### config.mk
export PLATFORM = sky130hd
export DESIGN_NAME = pcm_ctrl_regs
export DESIGN_NICKNAME = d
export VERILOG_FILES = /design/src/common/pcm_pkg.sv /design/src/common/pcm_wr_if.sv /design/src/pcm_ctrl_regs.sv /design/src/pcm_reg_cell.sv /design/src/pcm_strap_load.sv
export SDC_FILE = /design/constraint.sdc
export NUM_CORES = 1
export LEC_CHECK = 0
export BUFFER_PORTS_ARGS = -buffer_cell sky130_fd_sc_hd__buf_2
export CAP_MARGIN = 15
export CORE_ASPECT_RATIO = 1.2
export CORE_MARGIN = 5
export CORE_UTILIZATION = 40
export CTS_BUF_LIST = sky130_fd_sc_hd__clkbuf_4 sky130_fd_sc_hd__clkbuf_8
export CTS_CLUSTER_SIZE = 40
export DETAILED_ROUTE_END_ITERATION = 16
export PLACE_DENSITY_LB_ADDON = 0.25
export RECOVER_POWER = 25
export SYNTH_ARGS = -nofsm -noshare
export SYNTH_HDL_FRONTEND = slang
export SYNTH_SLANG_ARGS = --single-unit
### constraint.sdc
create_clock -name core_clk_i -period 1.4 [get_ports core_clk_i]
set_clock_uncertainty 0.05 [all_clocks]
set_input_delay 0.14 -clock core_clk_i [delete_from_list [all_inputs] [get_ports core_clk_i]]
set_output_delay 0.14 -clock core_clk_i [all_outputs]
set_load 0.03 [all_outputs]
### src/common/pcm_pkg.sv
package pcm_pkg;
	// register width
	localparam int REG_W = 8;
	// register select codes seen on the command port
	localparam logic [0:0] SEL_POWER = 1'h0;
	localparam logic [0:0] SEL_CLKMON = 1'h1;
	// power_control field positions
	localparam int PC_EXT_B_BIT = 5;
	localparam int PC_EXT_A_BIT = 4;
	localparam int PC_STEP_UP_BIT = 3;
	localparam int PC_SEC_REG_BIT = 1;
	// clock_monitor_control field positions
	localparam int CM_STEP_UP_BIT = 6;
	localparam int CM_SEC_REG_BIT = 4;
	localparam int CM_PRI_REG_BIT = 3;
	localparam int CM_SOURCE_BIT = 2;
	localparam int CM_SYNC_IN_BIT = 1;
	// writable bit masks, reserved bits excluded
	localparam logic [7:0] PC_WR_MASK = 8'h3a;
	localparam logic [7:0] CM_WR_MASK = 8'h5e;
	// reset values with the strap-loaded bits at zero
	localparam logic [7:0] PC_RESET = 8'h0a;
	localparam logic [7:0] CM_RESET = 8'h5c;
	// lifecycle of the power path
	typedef enum logic [1:0] {
		PCM_PRI_ON = 2'b00,
		PCM_PRI_TRIPPED = 2'b01
	} pcm_pri_e;
endpackage

### src/common/pcm_wr_if.sv
`timescale 1ns/10ps
// write request carried from the top module to the register cell
interface pcm_wr_if;
	logic wr_en; // accepted write strobe
	logic [7:0] wr_data; // written value
	logic [7:0] wr_mask; // bits that software may change
	modport src (output wr_en, output wr_data, output wr_mask);
	modport dst (input wr_en, input wr_data, input wr_mask);
endinterface

### src/pcm_ctrl_regs.sv
`timescale 1ns/10ps
// What this block does
// - writes accepted only while control lock clear
// - primary regulator on by default, never written
// - protection may switch primary regulator off
// - primary regulator restarts when conditions met
// - power bit 5 enables external monitor B
// - power bit 4 enables external monitor A
// - monitor enables survive reset state entry
// - both registers reinit on reset entry
// - power bit 3 enables step-up, default 1
// - step-up enable cleared by fault or safe
// - power bit 1 enables secondary regulator
// - secondary enable cleared by fault or safe
// - clock bit 6 checks step-up clock
// - clock bit 4 checks secondary clock
// - clock bit 3 checks primary clock
// - clock bit 2 checks switching source clock
// - clock bit 1 checks sync input clock
module pcm_ctrl_regs (
	input wire logic core_clk_i,
	input wire logic rst_n_i,
	input wire logic wr_req_i, // register write command from the serial decoder
	input wire logic [0:0] sel_i, // register select
	input wire logic [pcm_pkg::REG_W-1:0] wr_data_i,
	output logic [pcm_pkg::REG_W-1:0] rd_data_o, // read data of selected register
	output logic wr_refused_o, // write dropped because lock was set
	input wire logic control_lock_i, // lock bit from device status
	input wire logic reset_state_entry_i, // one-cycle pulse on entering reset state
	input wire logic safe_state_entry_i, // one-cycle pulse on entering safe state
	input wire logic step_up_fault_i, // fault disabling step-up converter
	input wire logic secondary_fault_i, // fault disabling secondary regulator
	input wire logic primary_fault_i, // protection trip of primary regulator
	input wire logic primary_restart_ok_i, // primary restart conditions met
	input wire logic wake_i, // wake input level, already synchronised
	input wire logic wake_latch_i, // wake latch level
	input wire logic [1:0] strap_ext_i, // nonvolatile defaults for monitors B,A
	output logic primary_step_down_regulator_en_o,
	output logic secondary_regulator_enable_o,
	output logic step_up_enable_o,
	output logic external_monitor_a_enable_o,
	output logic external_monitor_b_enable_o,
	output logic step_up_clock_check_enable_o,
	output logic secondary_regulator_clock_check_enable_o,
	output logic primary_regulator_clock_check_enable_o,
	output logic switching_source_clock_check_enable_o,
	output logic sync_input_clock_check_enable_o
);
	import pcm_pkg::*;

	// how the bank behaves, in short
	// - two 8-bit control words, chosen by sel_i
	// - sel_i low picks power_control
	// - sel_i high picks clock_monitor_control
	// - a write lands on the edge that takes it
	// - read data follows the select at once
	// - read data always comes from the flops
	// - the lock input gates every host write
	// - a locked write changes nothing
	// - a locked write raises the refusal flag
	// - the refusal flag lasts as long as the request
	// - reserved bits have no writable path
	// - reserved bits therefore read as zero
	// - reinit beats hardware clear
	// - hardware clear beats a host write
	// - a host write beats holding
	//
	// power_control layout
	// - bit 5: external monitor b enable
	// - bit 4: external monitor a enable
	// - bit 3: step-up converter enable
	// - bit 1: secondary regulator enable
	// - bits 7:6, 2 and 0: reserved
	//
	// clock_monitor_control layout
	// - bit 6: step-up clock check
	// - bit 4: secondary regulator clock check
	// - bit 3: primary regulator clock check
	// - bit 2: switching source clock check
	// - bit 1: sync input clock check
	// - bits 7, 5 and 0: reserved
	//
	// start-up after power-on reset
	// - edge 1: strap pins reach the first stage
	// - edge 2: strap pins reach the second stage
	// - edge 3: strap values land in bits 5:4
	// - a host write to power_control at edge 3
	//   loses all its bits to the strap load
	// - hosts should wait three edges after release
	// - the clock word needs no strap and is ready
	//   from the first edge after release
	//
	// reset state entry
	// - a one-cycle pulse from the state machine
	// - clock word goes back to its defaults
	// - power word goes back, except bits 5:4
	// - bits 5:4 keep what software last chose
	// - only power-on reset reloads them from straps
	//
	// safe state entry and faults
	// - clear the step-up and secondary enables
	// - leave the monitor enables alone
	// - leave the clock checks alone
	// - software may set the enables again later
	// - a clear and a write in one cycle: clear wins
	//
	// primary regulator
	// - no register bit controls it
	// - wake pin or wake latch switch it on
	// - protection trips it off at the next edge
	// - it returns once restart is allowed
	//   and no fault is pending
	// - a pending fault holds it tripped
	//
	// register cells
	// - one cell per word, same logic in both
	// - a write carrier brings strobe, data, mask
	// - the mask keeps reserved bits out
	// - the keep mask guards bits over reinit
	// - the hardware clear vector is per bit
	//
	// write path
	// - the serial decoder hands over one strobe
	// - the select picks the target cell
	// - the lock blocks both cells alike
	// - the strap load borrows the power carrier
	//   with its own mask, so only bits 5:4 move
	//
	// limitations
	// - a reset state pulse in the strap load cycle
	//   keeps the old bits 5:4, not the straps
	// - fault inputs are taken as synchronous levels
	// - wake inputs must already be synchronised
	// - the refusal flag is combinational
	// - no read side effects in either word
	//
	// checks at the bottom
	// - lock, reinit, keep, clears, restart
	// - masked writes on both words
	// - words hold when nothing acts on them
	// - straps reach bits 5:4 after release

	// write carriers for each register
	pcm_wr_if pc_wr ();
	pcm_wr_if cm_wr ();

	// write gating by lock
	wire logic wr_ok = wr_req_i && !control_lock_i;
	assign wr_refused_o = wr_req_i && control_lock_i;

	// strap capture after power-on reset
	wire logic strap_load;
	wire logic [1:0] strap_sync;
	pcm_strap_load u_strap (
		.core_clk_i(core_clk_i),
		.rst_n_i(rst_n_i),
		.strap_i(strap_ext_i),
		.load_o(strap_load),
		.strap_o(strap_sync)
	);

	// keep mask: monitor enables hold over reset state entry
	localparam logic [7:0] PC_KEEP = 8'h30;
	wire logic [7:0] strap_word = {2'h0, strap_sync, 4'h0};

	// hardware clears of enables
	wire logic [7:0] pc_clr;
	assign pc_clr = {4'h0, step_up_fault_i || safe_state_entry_i,
		1'b0, secondary_fault_i || safe_state_entry_i, 1'b0};

	// strap load uses the write path with forced unlock
	wire logic pc_sel_wr = wr_ok && (sel_i == SEL_POWER);
	wire logic cm_sel_wr = wr_ok && (sel_i == SEL_CLKMON);
	assign pc_wr.wr_en = pc_sel_wr || strap_load;
	assign pc_wr.wr_data = strap_load ? strap_word : wr_data_i;
	assign pc_wr.wr_mask = strap_load ? PC_KEEP : PC_WR_MASK;
	assign cm_wr.wr_en = cm_sel_wr;
	assign cm_wr.wr_data = wr_data_i;
	assign cm_wr.wr_mask = CM_WR_MASK;

	wire logic [7:0] pc_q;
	wire logic [7:0] cm_q;

	// power control register
	pcm_reg_cell #(.RESET_VAL(PC_RESET), .KEEP_MASK(PC_KEEP)) u_pc (
		.core_clk_i(core_clk_i),
		.rst_n_i(rst_n_i),
		.reinit_i(reset_state_entry_i),
		.keep_val_i(strap_word),
		.hw_clr_i(pc_clr),
		.wr(pc_wr),
		.q_o(pc_q)
	);

	// clock monitor control register
	pcm_reg_cell #(.RESET_VAL(CM_RESET), .KEEP_MASK(8'h00)) u_cm (
		.core_clk_i(core_clk_i),
		.rst_n_i(rst_n_i),
		.reinit_i(reset_state_entry_i),
		.keep_val_i(8'h00),
		.hw_clr_i(8'h00),
		.wr(cm_wr),
		.q_o(cm_q)
	);

	// read mux, reserved bits already zero
	assign rd_data_o = (sel_i == SEL_POWER) ? pc_q : cm_q;

	// field outputs
	assign external_monitor_b_enable_o = pc_q[PC_EXT_B_BIT];
	assign external_monitor_a_enable_o = pc_q[PC_EXT_A_BIT];
	assign step_up_enable_o = pc_q[PC_STEP_UP_BIT];
	assign secondary_regulator_enable_o = pc_q[PC_SEC_REG_BIT];
	assign step_up_clock_check_enable_o = cm_q[CM_STEP_UP_BIT];
	assign secondary_regulator_clock_check_enable_o = cm_q[CM_SEC_REG_BIT];
	assign primary_regulator_clock_check_enable_o = cm_q[CM_PRI_REG_BIT];
	assign switching_source_clock_check_enable_o = cm_q[CM_SOURCE_BIT];
	assign sync_input_clock_check_enable_o = cm_q[CM_SYNC_IN_BIT];

	// primary regulator trip state, never touched by writes
	pcm_pri_e pri_ff;
	pcm_pri_e nxt_pri;
	always_comb begin
		nxt_pri = pri_ff;
		case (pri_ff)
			PCM_PRI_ON: begin
				if (primary_fault_i) begin
					nxt_pri = PCM_PRI_TRIPPED;
				end
			end
			PCM_PRI_TRIPPED: begin
				if (primary_restart_ok_i && !primary_fault_i) begin
					nxt_pri = PCM_PRI_ON;
				end
			end
			default: begin
				nxt_pri = PCM_PRI_ON;
			end
		endcase
	end
	always_ff @(posedge core_clk_i) begin
		if (!rst_n_i) begin
			pri_ff <= PCM_PRI_ON;
		end else begin
			pri_ff <= nxt_pri;
		end
	end
	// on by default; only wake and its latch or protection switch it
	assign primary_step_down_regulator_en_o = (wake_i || wake_latch_i) &&
		(pri_ff == PCM_PRI_ON);
endmodule // pcm_ctrl_regs

### src/pcm_reg_cell.sv
`timescale 1ns/10ps
// one control register: masked write, hardware clear, reinit and keep mask
module pcm_reg_cell #(
	parameter logic [7:0] RESET_VAL = 8'h00,
	parameter logic [7:0] KEEP_MASK = 8'h00
) (
	input wire logic core_clk_i,
	input wire logic rst_n_i,
	input wire logic reinit_i,
	input wire logic [7:0] keep_val_i,
	input wire logic [7:0] hw_clr_i,
	pcm_wr_if.dst wr,
	output logic [7:0] q_o
);
	logic [7:0] q_ff;
	logic [7:0] nxt_q;
	wire logic [7:0] wr_val = (q_ff & ~wr.wr_mask) | (wr.wr_data & wr.wr_mask);
	wire logic [7:0] base = wr.wr_en ? wr_val : q_ff;
	wire logic [7:0] init_val = (RESET_VAL & ~KEEP_MASK) | (q_ff & KEEP_MASK);
	// reinit wins, then hardware clear over write
	assign nxt_q = reinit_i ? init_val : (base & ~hw_clr_i);
	// power-on reset loads reset value; keep bits then come from strap
	always_ff @(posedge core_clk_i) begin
		if (!rst_n_i) begin
			q_ff <= RESET_VAL;
		end else begin
			q_ff <= nxt_q;
		end
	end
	assign q_o = q_ff;
	// keep value port is not used by the cell; kept bits come from q_ff
	logic unused_keep;
	assign unused_keep = ^keep_val_i;
endmodule // pcm_reg_cell

### src/pcm_strap_load.sv
`timescale 1ns/10ps
// captures strap levels once after power-on reset release
module pcm_strap_load (
	input wire logic core_clk_i,
	input wire logic rst_n_i,
	input wire logic [1:0] strap_i,
	output logic load_o,
	output logic [1:0] strap_o
);
	logic [1:0] s1_ff;
	logic [1:0] s2_ff;
	logic [2:0] seen_ff; // release history, one bit per edge since release
	// two-stage synchroniser; the load waits until the second stage holds the pins
	always_ff @(posedge core_clk_i) begin
		if (!rst_n_i) begin
			s1_ff <= 2'h0;
			s2_ff <= 2'h0;
			seen_ff <= 3'h0;
		end else begin
			s1_ff <= strap_i;
			s2_ff <= s1_ff;
			seen_ff <= {seen_ff[1:0], 1'b1};
		end
	end
	// one pulse in the first cycle that the second stage holds the pins
	assign load_o = seen_ff[1] && !seen_ff[2];
	assign strap_o = s2_ff;
endmodule // pcm_strap_load

==> results.ini <==
[sta]
period_share_pct = 94.28
setup_ws_ns = 0.08012
hold_viol = 0
max_freq_ghz = 0.7576
setup_viol = 0
rsz0062_at_grt = no
post-route-min-period_ns = 1.320
finalSetupTns_ns = 0
finalMaxSlewViolations = 0

[floorplan]
die_x_um = 48.95
fp-row-count = 17
dieArea_um2 = 2777
core_area_um2 = 1787
die_y_um = 56.74
ioPinCount = 42
start_util_pct = 40.76

[routing]
wl_per_cell_um = 11.77
dr_total_vias = 666
first_pass_iters = 2
post-route-drc-count = 0
vias_per_cell = 4.826
ant_nets = 0
routed_wl_mm = 1.624
drt-initial-drc-count = 5

[yosys]
syn_inst = 75
synth-edff-count = 0
postSynth.asyncResetShare_pct = 0
seq_area_frac_synth_pct = 46.74
synth.distinct_cells = 23
syn_area_um2 = 728.2
syn_area_per_cell_um2 = 9.709
ys.flop_type = dfxtp_1
synth_seq_cells = 17
ys_warn_count = 0

[setup_path]
critical_path_required_ns = 1.53
cp-end-kind = flip-flop
crit_fanout = 6
worstSetupStartpoint = u_strap.seen_ff[1]
reg2regPathDepth = 3
critPathLaunchType = flip-flop
r2r-start = u_strap.seen_ff[1]
critPathKind = reg2reg
cp.arrival_ns = 1.45

[layout]
fin_nets = 143
insertedDiodeCount = 0
drive_above_1_share_pct = 41.18
multi_input_area_um2 = 360.3
seq_area_um2 = 341.6
syn_to_final_growth_pct = 36.25
nFillCells = 181

[clock_tree]
cts-root-buf = clkbuf_4
cts_tree = yes
numClockSinks = 17
h-tree-depth = 1
insertion_delay_ns = 0.28
clock_path_buffers = 2
numCtsBuffers = 3
clkTransAtPathRegs_ns = 0.09

[grt]
overflow = 0
grt_pass1_vias = 653
grt_max_degree = 10
use_met1_pct = 13.43
grtUsageMet3_pct = 3.714
grt_pass1_wl_mm = 2.663
track_usage_pct = 12.02
top_usage_layer = met2
antenna_found_initial = 0
met2_usage_pct = 19.78

[placement]
numPortBuffers = 37
globalplace.congestion = 0.7084
dp_hpwl_mm = 1.322
pre_cts_slack_ns = 0.04518

[min_path]
hp-start = primary_fault_i
hp-class = in2reg
hold_depth = 3

[outcome]
status = completed

[power]
power.density_nw_per_um2 = 990.2
ir_drop_mv = 0.6217
leakagePower_uw = 0.0004783

[run]
maxCapViolCount = 0

cells by family (layout without fill, tap and decap cells):
family / count (synthesis) / after routing / synth area share [%]
AND/OR/NAND/NOR: 39 / 39 / 31.44
multiplexers: 8 / 8 / 11.51
AO/OA/AOI/OAI: 5 / 5 / 5.154
buffers and inverters: 5 / 48 / 4.639
flip-flops: 17 / 17 / 46.74
other: 1 / 2 / 0.5150
state kept, by name, summed over array words and instances, names as in the netlist:
name	count
u_cm.q_o	5
u_pc.q_o	4
u_strap.seen_ff	3
pri_ff	1
u_strap.s1_ff	2
u_strap.strap_o	2
per-layer routing:
layer	wire [um]	vias to the layer above
met1	662	292
met2	811	23
met3	136	2
met5	0	-
li1	-	349
met4	13	0
power by group:
part / switching, uW / leakage [uW] / total [uW] / internal (uW)
combinational: 112 / 0.000320 / 191 / 78.7
sequential: 11.0 / 0.000140 / 516 / 505
clock: 146 / 0.0000184 / 276 / 130
total: 269 / 0.000478 / 982 / 713
cell usage after synthesis, drive strengths merged, types with 2 or more instances:
master,instances,area (um2)
nand2,6,22.52
nand4,2,12.51
and2,10,62.56
nor3b,2,15.01
dfxtp,17,340.3
o211ai,2,15.01
inv,2,7.510
a221oi,2,17.52
mux2,3,33.78
and3b,2,17.52
buf,3,26.27
mux2i,5,50.05
nor2,6,22.52
nor3,5,25.02
layout make-up:
type | count | share of cell area (%)
Tap cell | 19 | 2.396
Inverter | 2 | 0.7566
Multi-Input combinational cell | 54 | 36.32
Timing Repair Buffer | 42 | 23.08
Clock buffer | 4 | 3.026
Sequential cell | 17 | 34.43
critical path, cell delays in order, from the launching register on:
cell      delay [ns]
dfxtp_2         0.37
or3b_2          0.46
a221oi_1        0.27
nor3_1          0.07
repair_timing:
action	4_1_cts	5_1_grt
gates resized for setup	0	2
hold endpoints to repair	3	0
hold buffers	3	0
setup endpoints to repair	0	4
setup buffers	0	0
path summary, 6_finish.rpt:
path	end	slack [ns]
hold / removal	pri_ff[0]	0.01
setup / recovery	u_pc.q_o[4]	0.08
hold reg to reg	u_strap.strap_o[0]	0.39
setup reg to reg	u_pc.q_o[4]	0.08
cells in the final DEF (no fill, tap or decap), types with 2 or more instances in the layout:
cell            n
o211ai_1        2
nand4_1         2
nor2_1          5
and3b_1         2
buf_2          36
nor3_1          5
mux2i_1         5
dfxtp_1        16
mux2_2          3
buf_4           2
nand2_1         6
clkbuf_4        4
conb_1          2
dlygate4sd3_1   3
nor3b_1         2
inv_1           2
a221oi_1        2
and2_1         10
through the flow:
step           util, %  instances  power [uW]  instance area [um2]  hold slack [ns]
4_1_cts          55.39        138        1000                989.7         0.003759
3_3_place_gp     52.03        131       708.6                929.6           0.2671
5_1_grt          55.53        138        1041                992.2         0.005682
6_report         55.53        138       982.5                992.2          0.01442
2_1_floorplan        -         76       647.2                732.0           0.1177
3_5_place_dp     52.03        131       712.4                929.6           0.2686
No activity file was read; power rests on OpenSTA's default activity.
